**src/verilog/pwm_regs_defines.vh**
```
// register offsets, field positions and timing counts of the pwm register set
`ifndef PWM_REGS_DEFINES_VH
`define PWM_REGS_DEFINES_VH
`define ADDR_STATUS 32'hfffffc04
`define ADDR_PERIOD 32'hfffffc08
`define ADDR_DEAD 32'hfffffc0c
`define ADDR_CHOP 32'hfffffc10
`define ADDR_DUTY0 32'hfffffc14
`define ADDR_DUTY1 32'hfffffc18
`define ADDR_DUTY2 32'hfffffc1c
`define ADDR_OUTCTL 32'hfffffc20
`define ADDR_SYNCW 32'hfffffc24
`define ADDR_IRQMASK 32'hfffffc28
`define RESET_VALUE 16'h0000
`define STA_SYNC_IRQ 9
`define STA_FAULT_IRQ 8
`define STA_FAULT_PIN 3
`define STA_DIR 0
`define CHOP_LO_BIT 9
`define CHOP_HI_BIT 8
`define CHOP_MASK 16'h03ff
`define OUTCTL_MASK 16'h01ff
`define STATUS_W1C_MASK 16'h0300
`define TEN_BIT_MASK 16'h03ff
`define CHOP_MULT 10'h004
`endif

```
**src/verilog/three_phase_pwm_register_set.v**
```verilog
// three-phase six-output pwm generator with its register set
// Function
// - status bit 9 flags sync interrupt
// - status bit 8 flags trip interrupt
// - status bit 3 shows raw trip pin
// - status bit 0 high while counting down
// - chop register: side enables, 8-bit period
// - output control bits 8..6 swap phase pairs
// - output control bits 5..0 disable outputs
// - 16-bit switching period register
// - 10-bit dead time register
// - 10-bit sync pulse width register
// - three per-phase duty registers
// - bit 8 chops high, bit 9 low
// - chop period four times value plus one
// - trip low forces outputs high, stops sync
// - output control latched at cycle start
//
// Local design decision: the address-and-strobe port.
`include "pwm_regs_defines.vh"
`default_nettype none
module three_phase_pwm_register_set (
    input wire clock,
    input wire reset,
    input wire [31:0] address,
    input wire [15:0] writeData,
    input wire writeStrobe,
    input wire readStrobe,
    output reg [15:0] readData,
    input wire faultPin,
    output wire [5:0] gateOut,
    output wire cycleSyncPulse,
    output wire interrupt
);
    // -----------------------------------------------------------------
    // registers
    // -----------------------------------------------------------------
    reg [15:0] periodQ;
    reg [9:0] deadQ;
    reg [9:0] chopQ;
    reg [15:0] duty0Q;
    reg [15:0] duty1Q;
    reg [15:0] duty2Q;
    reg [8:0] outCtlQ;
    reg [8:0] outCtlLiveQ;
    reg [9:0] syncWidthQ;
    reg [1:0] irqFlagQ;
    reg [1:0] irqMaskQ;
    reg [2:0] faultSyncQ;
    reg faultStableQ;
    reg tripQ;
    reg [15:0] countQ;
    reg dirDownQ;
    reg [9:0] syncCountQ;
    reg [9:0] chopCountQ;
    reg chopPhaseQ;
    wire [5:0] gateQ;
    wire [15:0] statusWord;
    wire cycleStart;
    wire [47:0] dutyBus;
    wire [9:0] chopLimit;
    wire wrFlags;
    assign dutyBus = {duty2Q, duty1Q, duty0Q};
    // a level sync at the pin is too slow for safety; trip also gates outputs
    assign statusWord = {6'h00, irqFlagQ, 4'h0, faultPin, 2'h0, dirDownQ};
    assign chopLimit = (`CHOP_MULT * ({2'h0, chopQ[7:0]} + 10'h001)) - 10'h001;
    assign wrFlags = writeStrobe && (address == `ADDR_STATUS);
    // -----------------------------------------------------------------
    // register bus
    // -----------------------------------------------------------------
    always @(posedge clock) begin
        if (reset) begin
            periodQ <= `RESET_VALUE;
            deadQ <= 10'h000;
            chopQ <= 10'h000;
            duty0Q <= `RESET_VALUE;
            duty1Q <= `RESET_VALUE;
            duty2Q <= `RESET_VALUE;
            outCtlQ <= 9'h000;
            syncWidthQ <= 10'h000;
            irqMaskQ <= 2'h0;
            readData <= `RESET_VALUE;
        end else begin
            readData <= 16'h0000;
            if (writeStrobe) begin
                case (address)
                    `ADDR_PERIOD: periodQ <= writeData;
                    `ADDR_DEAD: deadQ <= writeData[9:0];
                    `ADDR_CHOP: chopQ <= writeData[9:0];
                    `ADDR_DUTY0: duty0Q <= writeData;
                    `ADDR_DUTY1: duty1Q <= writeData;
                    `ADDR_DUTY2: duty2Q <= writeData;
                    `ADDR_OUTCTL: outCtlQ <= writeData[8:0];
                    `ADDR_SYNCW: syncWidthQ <= writeData[9:0];
                    `ADDR_IRQMASK: irqMaskQ <= writeData[9:8];
                    default: ;
                endcase
            end
            if (readStrobe) begin
                case (address)
                    `ADDR_STATUS: readData <= statusWord;
                    `ADDR_PERIOD: readData <= periodQ;
                    `ADDR_DEAD: readData <= {6'h00, deadQ};
                    `ADDR_CHOP: readData <= {6'h00, chopQ};
                    `ADDR_DUTY0: readData <= duty0Q;
                    `ADDR_DUTY1: readData <= duty1Q;
                    `ADDR_DUTY2: readData <= duty2Q;
                    `ADDR_OUTCTL: readData <= {7'h00, outCtlQ};
                    `ADDR_SYNCW: readData <= {6'h00, syncWidthQ};
                    `ADDR_IRQMASK: readData <= {6'h00, irqMaskQ, 8'h00};
                    default: readData <= 16'h0000;
                endcase
            end
        end
    end
    // -----------------------------------------------------------------
    // trip input filter and trip state
    // -----------------------------------------------------------------
    always @(posedge clock) begin
        if (reset) begin
            faultSyncQ <= 3'h7;
            faultStableQ <= 1'b1;
            tripQ <= 1'b0;
        end else begin
            faultSyncQ <= {faultSyncQ[1:0], faultPin};
            if (faultSyncQ[2] == faultSyncQ[1]) begin
                faultStableQ <= faultSyncQ[2];
            end
            // timing halts until software rewrites the period register
            if (!faultStableQ) begin
                tripQ <= 1'b1;
            end else if (writeStrobe && address == `ADDR_PERIOD) begin
                tripQ <= 1'b0;
            end
        end
    end
    // -----------------------------------------------------------------
    // center-aligned counter and sync pulse
    // -----------------------------------------------------------------
    assign cycleStart = !tripQ && dirDownQ && (countQ <= 16'h0001);
    always @(posedge clock) begin
        if (reset) begin
            countQ <= 16'h0000;
            dirDownQ <= 1'b1;
            syncCountQ <= 10'h000;
            outCtlLiveQ <= 9'h000;
        end else if (tripQ || !faultStableQ) begin
            countQ <= 16'h0000;
            dirDownQ <= 1'b1;
            syncCountQ <= 10'h000;
        end else begin
            if (dirDownQ) begin
                if (countQ <= 16'h0001) begin
                    dirDownQ <= 1'b0;
                    countQ <= 16'h0000;
                end else begin
                    countQ <= countQ - 16'h0001;
                end
            end else if (countQ >= {1'b0, periodQ[15:1]}) begin
                dirDownQ <= 1'b1;
            end else begin
                countQ <= countQ + 16'h0001;
            end
            if (cycleStart) begin
                outCtlLiveQ <= outCtlQ;
                syncCountQ <= syncWidthQ;
            end else if (syncCountQ != 10'h000) begin
                syncCountQ <= syncCountQ - 10'h001;
            end
        end
    end
    assign cycleSyncPulse = (syncCountQ != 10'h000) && faultPin;
    // -----------------------------------------------------------------
    // gate chopping carrier
    // -----------------------------------------------------------------
    always @(posedge clock) begin
        if (reset) begin
            chopCountQ <= 10'h000;
            chopPhaseQ <= 1'b0;
        end else if (chopCountQ >= chopLimit) begin
            chopCountQ <= 10'h000;
            chopPhaseQ <= 1'b0;
        end else begin
            chopCountQ <= chopCountQ + 10'h001;
            if (chopCountQ == {1'b0, chopLimit[9:1]}) begin
                chopPhaseQ <= 1'b1;
            end
        end
    end
    // -----------------------------------------------------------------
    // per-phase output stage, active low
    // -----------------------------------------------------------------
    genvar p;
    generate
        for (p = 0; p < 3; p = p + 1) begin : phase
            wire [15:0] duty;
            wire [15:0] half;
            wire [15:0] dead;
            wire onHigh;
            wire onLow;
            wire hiChop;
            wire loChop;
            wire swap;
            wire hiDis;
            wire loDis;
            // each phase owns its own pair flop, so gateQ has one driver
            reg [1:0] pairQ;
            assign gateQ[2*p+1:2*p] = pairQ;
            assign duty = dutyBus[16*p+15:16*p];
            assign half = {1'b0, duty[15:1]};
            assign dead = {6'h00, deadQ};
            // dead time trims both sides of each on interval
            assign onHigh = (countQ + dead) < half;
            assign onLow = countQ > (half + dead);
            assign hiChop = onHigh && !(chopQ[`CHOP_HI_BIT] && chopPhaseQ);
            assign loChop = onLow && !(chopQ[`CHOP_LO_BIT] && chopPhaseQ);
            assign swap = outCtlLiveQ[8-p];
            assign loDis = outCtlLiveQ[5-2*p];
            assign hiDis = outCtlLiveQ[4-2*p];
            always @(posedge clock) begin
                if (reset) begin
                    pairQ <= 2'h3;
                end else begin
                    pairQ[1] <= !((swap ? loChop : hiChop) && !hiDis);
                    pairQ[0] <= !((swap ? hiChop : loChop) && !loDis);
                end
            end
        end
    endgenerate
    // trip acts at once on the pin, bypassing the clock
    assign gateOut = (faultPin && !tripQ) ? gateQ : 6'h3f;
    // -----------------------------------------------------------------
    // interrupt flags, set wins over write-one clear
    // -----------------------------------------------------------------
    always @(posedge clock) begin
        if (reset) begin
            irqFlagQ <= 2'h0;
        end else begin
            irqFlagQ[1] <= (cycleStart && faultStableQ) ||
                (irqFlagQ[1] && !(wrFlags && writeData[`STA_SYNC_IRQ]));
            irqFlagQ[0] <= (!faultStableQ && !tripQ) ||
                (irqFlagQ[0] && !(wrFlags && writeData[`STA_FAULT_IRQ]));
        end
    end
    assign interrupt = |(irqFlagQ & irqMaskQ);
endmodule // three_phase_pwm_register_set
`default_nettype wire
```
**config.mk**
```make
export PLATFORM = sky130hd
export DESIGN_NAME = three_phase_pwm_register_set
export DESIGN_NICKNAME = d
export VERILOG_FILES = /design/src/verilog/three_phase_pwm_register_set.v
export VERILOG_INCLUDE_DIRS = /design/src /design/src/verilog
export SDC_FILE = /design/constraint.sdc
export NUM_CORES = 1
export LEC_CHECK = 0
export ABC_AREA = 1
export BUFFER_PORTS_ARGS = -buffer_cell sky130_fd_sc_hd__buf_2
export CORE_ASPECT_RATIO = 0.7
export CORE_MARGIN = 2
export CORE_UTILIZATION = 55
export DETAILED_ROUTE_END_ITERATION = 7
export GPL_TIMING_DRIVEN = 0
export PLACE_DENSITY = 0.71
export SLEW_MARGIN = 20
export SYNTH_ARGS = -nofsm -noshare
export SYNTH_HDL_FRONTEND = slang
export SYNTH_SLANG_ARGS = --single-unit
```
**constraint.sdc**
```tcl
create_clock -name clock -period 4.7 [get_ports clock]
set_clock_uncertainty 0.05 [all_clocks]
set_input_delay 0.94 -clock clock [delete_from_list [all_inputs] [get_ports clock]]
set_output_delay 0.94 -clock clock [all_outputs]
set_load 0.05 [all_outputs]
```
* Word-level counts from Yosys, hierarchy flattened *
Cells that the tools add are included.

storage, ports and cells
  flip-flop bits (word level) = 181
  bits in latches = 0
  RAM bits = 0
  ROM bits = 0
  input bits = 53
  output and inout port bits = 24
  logic and storage cells = 140
  memories = 0

operators by class
  add/subtract/negate cells = 10
  multiply operators = 0
  div/mod/pow operators = 0
  $lt $le $gt $ge = 9
  equal/unequal tests = 14
  shifts and indexed selects = 0
  multiplexer cells = 18
  bitwise operators = 3
  reductions and logical operators = 63

operators by type and width
  kind                                                  number
  == test 32 bit, second input constant                 10
  one-hot mux 16 bit (10 select lines)                  1
  adder 15 x 10 -> 16 bit                               3
  > comparator 16 bit                                   3
  < comparator 16 x 15 -> 1 bit                         3
  two-way mux 16 bit                                    3
  logical AND 1 bit                                     26
  two-way mux 10 bit                                    2
  AND reduction 2 bit                                   10
  subtractor 10 x 1 -> 10 bit, second input constant    2
  logical NOT 1 bit                                     18
  adder 16 x 1 -> 16 bit, second input constant         1
  adder 16 x 10 -> 16 bit                               1
  greater-or-equal comparator 16 x 15 -> 1 bit          1
  <= comparator 16 x 1 -> 1 bit, second input constant  1
  subtractor 16 x 1 -> 16 bit, second input constant    1
  two-way mux 1 bit                                     11
  adder 10 x 1 -> 10 bit, second input constant         1
  == test 10 x 9 -> 1 bit                               1
  greater-or-equal comparator 10 bit                    1
  nonzero test 10 bit                                   1
  adder 8 x 1 -> 8 bit, second input constant           1
  OR reduction 2 bit                                    4
  two-way mux 6 bit                                     1
  other kinds (7)                                       10

* Longest topological paths before layout *
  depth after elaboration = 6
  gate-level depth with buffers = 20
  mapped depth without buffers = 20

* Worst setup path after synthesis *
Ideal clock, no wire load.

  path type = register -> register
  start = register deadQ[0]
  end = register phase[1].pairQ[0]
  library setup time = 0.115 ns
  arrival time = 2.790 ns
  data required time = 4.535 ns
  path slack = 1.745 ns
  cell stages (with the launch flop) = 18
  path buffers = 0
  period minus slack after synthesis = 2.955 ns
  cells stage by stage = dfxtp_1 ha_1 fa_1 a21oi_1 o21bai_1 a21oi_1 o21ai_0 inv_1 nor3_1 xor2_1 ha_1 nand2_1 nor4_1 nand2_1 nand2_1 nand2_1 a21oi_1 nand2_1

on the way
  cells in the longest elaborated chain, start to end = 6
  elaborated cells between the ends (all ways) = 9
  those cells by class = 2 x add/sub; 2 x order compare; 1 x mux; 4 x reduce/logical

RTL lines
  what                                                                         line                                                                    RTL
  start, declared                                                              three_phase_pwm_register_set.v:39                                       reg [9:0] deadQ;
  start signal, assigned                                                       three_phase_pwm_register_set.v:88                                       `ADDR_DEAD: deadQ <= writeData[9:0];
  adder 16 x 10 -> 16 bit / adder 15 x 10 -> 16 bit (equally long branches)    three_phase_pwm_register_set.v:213, three_phase_pwm_register_set.v:214
  < comparator 16 x 15 -> 1 bit / > comparator 16 bit (equally long branches)  three_phase_pwm_register_set.v:213, three_phase_pwm_register_set.v:214
  logical AND 1 bit, on equally long branches                                  three_phase_pwm_register_set.v:215, three_phase_pwm_register_set.v:216
  two-way mux 1 bit (*)                                                        three_phase_pwm_register_set.v:225                                      pairQ[0] <= !((swap ? hiChop : loChop) && !loDis);
  logical AND 1 bit (*)                                                        three_phase_pwm_register_set.v:225
  logical NOT 1 bit (*)                                                        three_phase_pwm_register_set.v:225
  end signal, assigned                                                         three_phase_pwm_register_set.v:225
  end, declared                                                                three_phase_pwm_register_set.v:207                                      reg [1:0] pairQ;

Every way passes the cells marked *; elsewhere a longest branch is shown, timed or not.
A chain may end at the register's enable or synchronous reset.

* Worst setup path in the final report *
  start = register deadQ[0]
  end = register phase[1].pairQ[1]

on the way
  cells in the longest elaborated chain, start to end = 6
  elaborated cells between the ends (all ways) = 9
  those cells by class = 2 x add/sub; 2 x order compare; 1 x mux; 4 x reduce/logical

RTL lines
  what                                                                         line                                                                    RTL
  adder 16 x 10 -> 16 bit / adder 15 x 10 -> 16 bit (equally long branches)    three_phase_pwm_register_set.v:213, three_phase_pwm_register_set.v:214
  < comparator 16 x 15 -> 1 bit / > comparator 16 bit (equally long branches)  three_phase_pwm_register_set.v:213, three_phase_pwm_register_set.v:214
  logical AND 1 bit, on equally long branches                                  three_phase_pwm_register_set.v:215, three_phase_pwm_register_set.v:216
  two-way mux 1 bit (*)                                                        three_phase_pwm_register_set.v:224                                      pairQ[1] <= !((swap ? loChop : hiChop) && !hiDis);
  logical AND 1 bit (*)                                                        three_phase_pwm_register_set.v:224
  logical NOT 1 bit (*)                                                        three_phase_pwm_register_set.v:224
  end signal, assigned                                                         three_phase_pwm_register_set.v:224

Marks and branches as above.

==> flow_summary.ini <==
[power]
power.density_nw_per_um2 = 422
p_leak_nw = 6.63
total_power_mw = 6.21
peakVddDrop_mv = 0.292

[routing]
drt_pre_antenna_iters = 5
drt-initial-drc-count = 1915
viasPerCell = 5.93
route.detailed.drc = 0
dr_total_vias = 14077
avgRoutedWirePerCell_um = 19.7
ant_nets = 0
drt-total-wl_mm = 46.7

[timing]
fin_ws_ns = 0.604
layout_min_cycle_time_ns = 4.10
hold_viol = 0
maxSlewHeadroom = 0.304
tightestPinTransition_ns = 1.04
tns_ns = 0
setup_violations = 0
finalCritPeriodShare = 0.871
rsz0062_at_grt = no
clock.fmax_mhz = 244
slew_viol_final = 0

[clocking]
htree_levels = 4
clkLatencyLatePin_ns = 0.45
cts_hold_buf = 0
clock-sinks = 181
clock_path_buffers = 2
postCtsSetupBuffers = 0
cts_tree = built
cts_made_buffers = 17
clk_pin_slew_ns = 0.08
cts-root-buf = clkbuf_16
cts_resized = 0

[yosys]
ys.flop_type = dfxtp_1
syn_inst = 1946
synth_seq_cells = 181
syn_area_per_cell_um2 = 6.84
synth_edf_count = 0
synth_cell_types = 45
synth_seq_area_share = 0.272
syn_area_um2 = 13300
synthesis.nets = 2162
yosysWarnings = 0
ys_async_sr_fraction = 0

[placement]
portBuffers = 76
post_dp_cell_area_um2 = 14100
hpwl_mm = 36.9
place_ws_ns = 0.690
place_congestion = 0.963

[floorplan]
core_um2 = 23700
die_w_um = 190
pin_count = 77
rows = 47
start_util = 0.562
die-area_um2 = 25500
die_h_um = 134

[global_route]
grt_pass1_wl_mm = 71.2
grt_overflow = 0
grt_pass1_vias = 12356
antenna_found_initial = 1
grt_usage = 0.367
grt_max_degree = 20

[critical_path]
crit_arrival_ns = 4.39
path_class = reg -> reg
critPathRequiredTime_ns = 5.00
cp-startpoint = deadQ[0]
worstPathMaxFanout = 6
reg2reg_from = deadQ[0]
worstSetupEndpointType = flop
start_kind = flop

[layout]
final_util = 0.621
layout-drive-gt1-share = 0.0750
layout_common_cells = nand2_1 (332), a21oi_1 (242), inv_1 (229), nor2_1 (193), o21ai_0 (184)
areaGrowthSynthToFinish_pct = 10.5
final_cell_area_um2 = 14700
final_common_cell = nand2_1
finalNetCount = 2257

[hold_path]
hold_class = reg -> reg
worstHoldStart = faultSyncQ[0]

[flow_run]
drv_cap = 0

[status]
outcome = completed
cells by family after synthesis:
kind of cell	count (synthesis)	share of synthesized area
fa+ha+maj	163	0.155
flops	181	0.272
xor+xnor	76	0.0500
simple gates	763	0.253
buf+inv	292	0.0859
compound gates	471	0.183
registers in the layout, indices dropped and copies added, names as in the netlist, 6 cells and up:
register and cells:
chopCountQ 10, chopQ 10, countQ 16, deadQ 10
duty0Q 16, duty1Q 16, duty2Q 16, outCtlLiveQ 9
outCtlQ 9, periodQ 16, phase.pairQ 6, readData 16
syncCountQ 10, syncWidthQ 10
report_power, final:
part | switching (mW) | leakage [nW] | internal [mW]
registers | 0.212 | 1.47 | 1.69
logic | 1.81 | 4.87 | 0.969
clock network | 0.747 | 0.296 | 0.784
total | 2.77 | 6.63 | 3.44
critical path, stage by stage, from the launching register on:
cell,delay [ns]
dfxtp_1,0.59
ha_1,0.27
fa_1,0.22
a21oi_1,0.08
o21bai_1,0.26
a21oi_1,0.23
o21ai_0,0.57
inv_1,0.15
nor3_1,0.20
xor2_1,0.10
ha_1,0.28
nand2_1,0.10
nor4_1,0.36
nand2_1,0.11
nand2_1,0.10
nand2_1,0.11
a21oi_1,0.15
nand2_1,0.07
stage by stage:
step / std cells / hold WS (ns)
2_1_floorplan: 1946 / 0.339
4_1_cts: 2372 / 0.368
3_5_place_dp: 2340 / 0.350
3_3_place_gp: 2340 / 0.346
6_report: 2373 / 0.376
5_1_grt: 2372 / 0.379
final cells by class:
cell class,instances,area (um2)
sequential,181,3620
multi-input combinational,1473,8550
inverter,236,886
fill,2286,8980
antenna,1,2.50
tap,318,398
timing repair buffer,76,380
clock inverter,14,181
clock buffer,18,439
buffer,56,258
worst paths after layout:
path	to	slack [ns]	cells past startpoint
setup / recovery	phase[1].pairQ[1]	0.60	17
hold / removal	faultSyncQ[1]	0.38	1
setup reg to reg	phase[1].pairQ[1]	0.60	17
hold reg to reg	faultSyncQ[1]	0.38	1
Yosys cell counts (20+ instances only):
cell type    n  area (um2)
xor2_1      62         543
ha_1       159        1990
nor2_1     193         724
buf_2       20         100
o21ai_0    184         921
a21oi_1    242        1210
clkbuf_1    30         113
nand3_1    126         631
dfxtp_1    181        3620
nand4_1     38         238
inv_1      229         860
nor3_1      29         145
nand2_1    332        1250
per-layer routing:
metal | vias up | track usage | share of wire
met3 | 50 | 0.111 | 0.13
li1 | 6753 | - | -
met4 | 2 | 0.0620 | 0.012
met5 | - | 0 | 0.00015
met2 | 780 | 0.509 | 0.39
met1 | 6492 | 0.559 | 0.46
(Power assumes the default switching activity.)
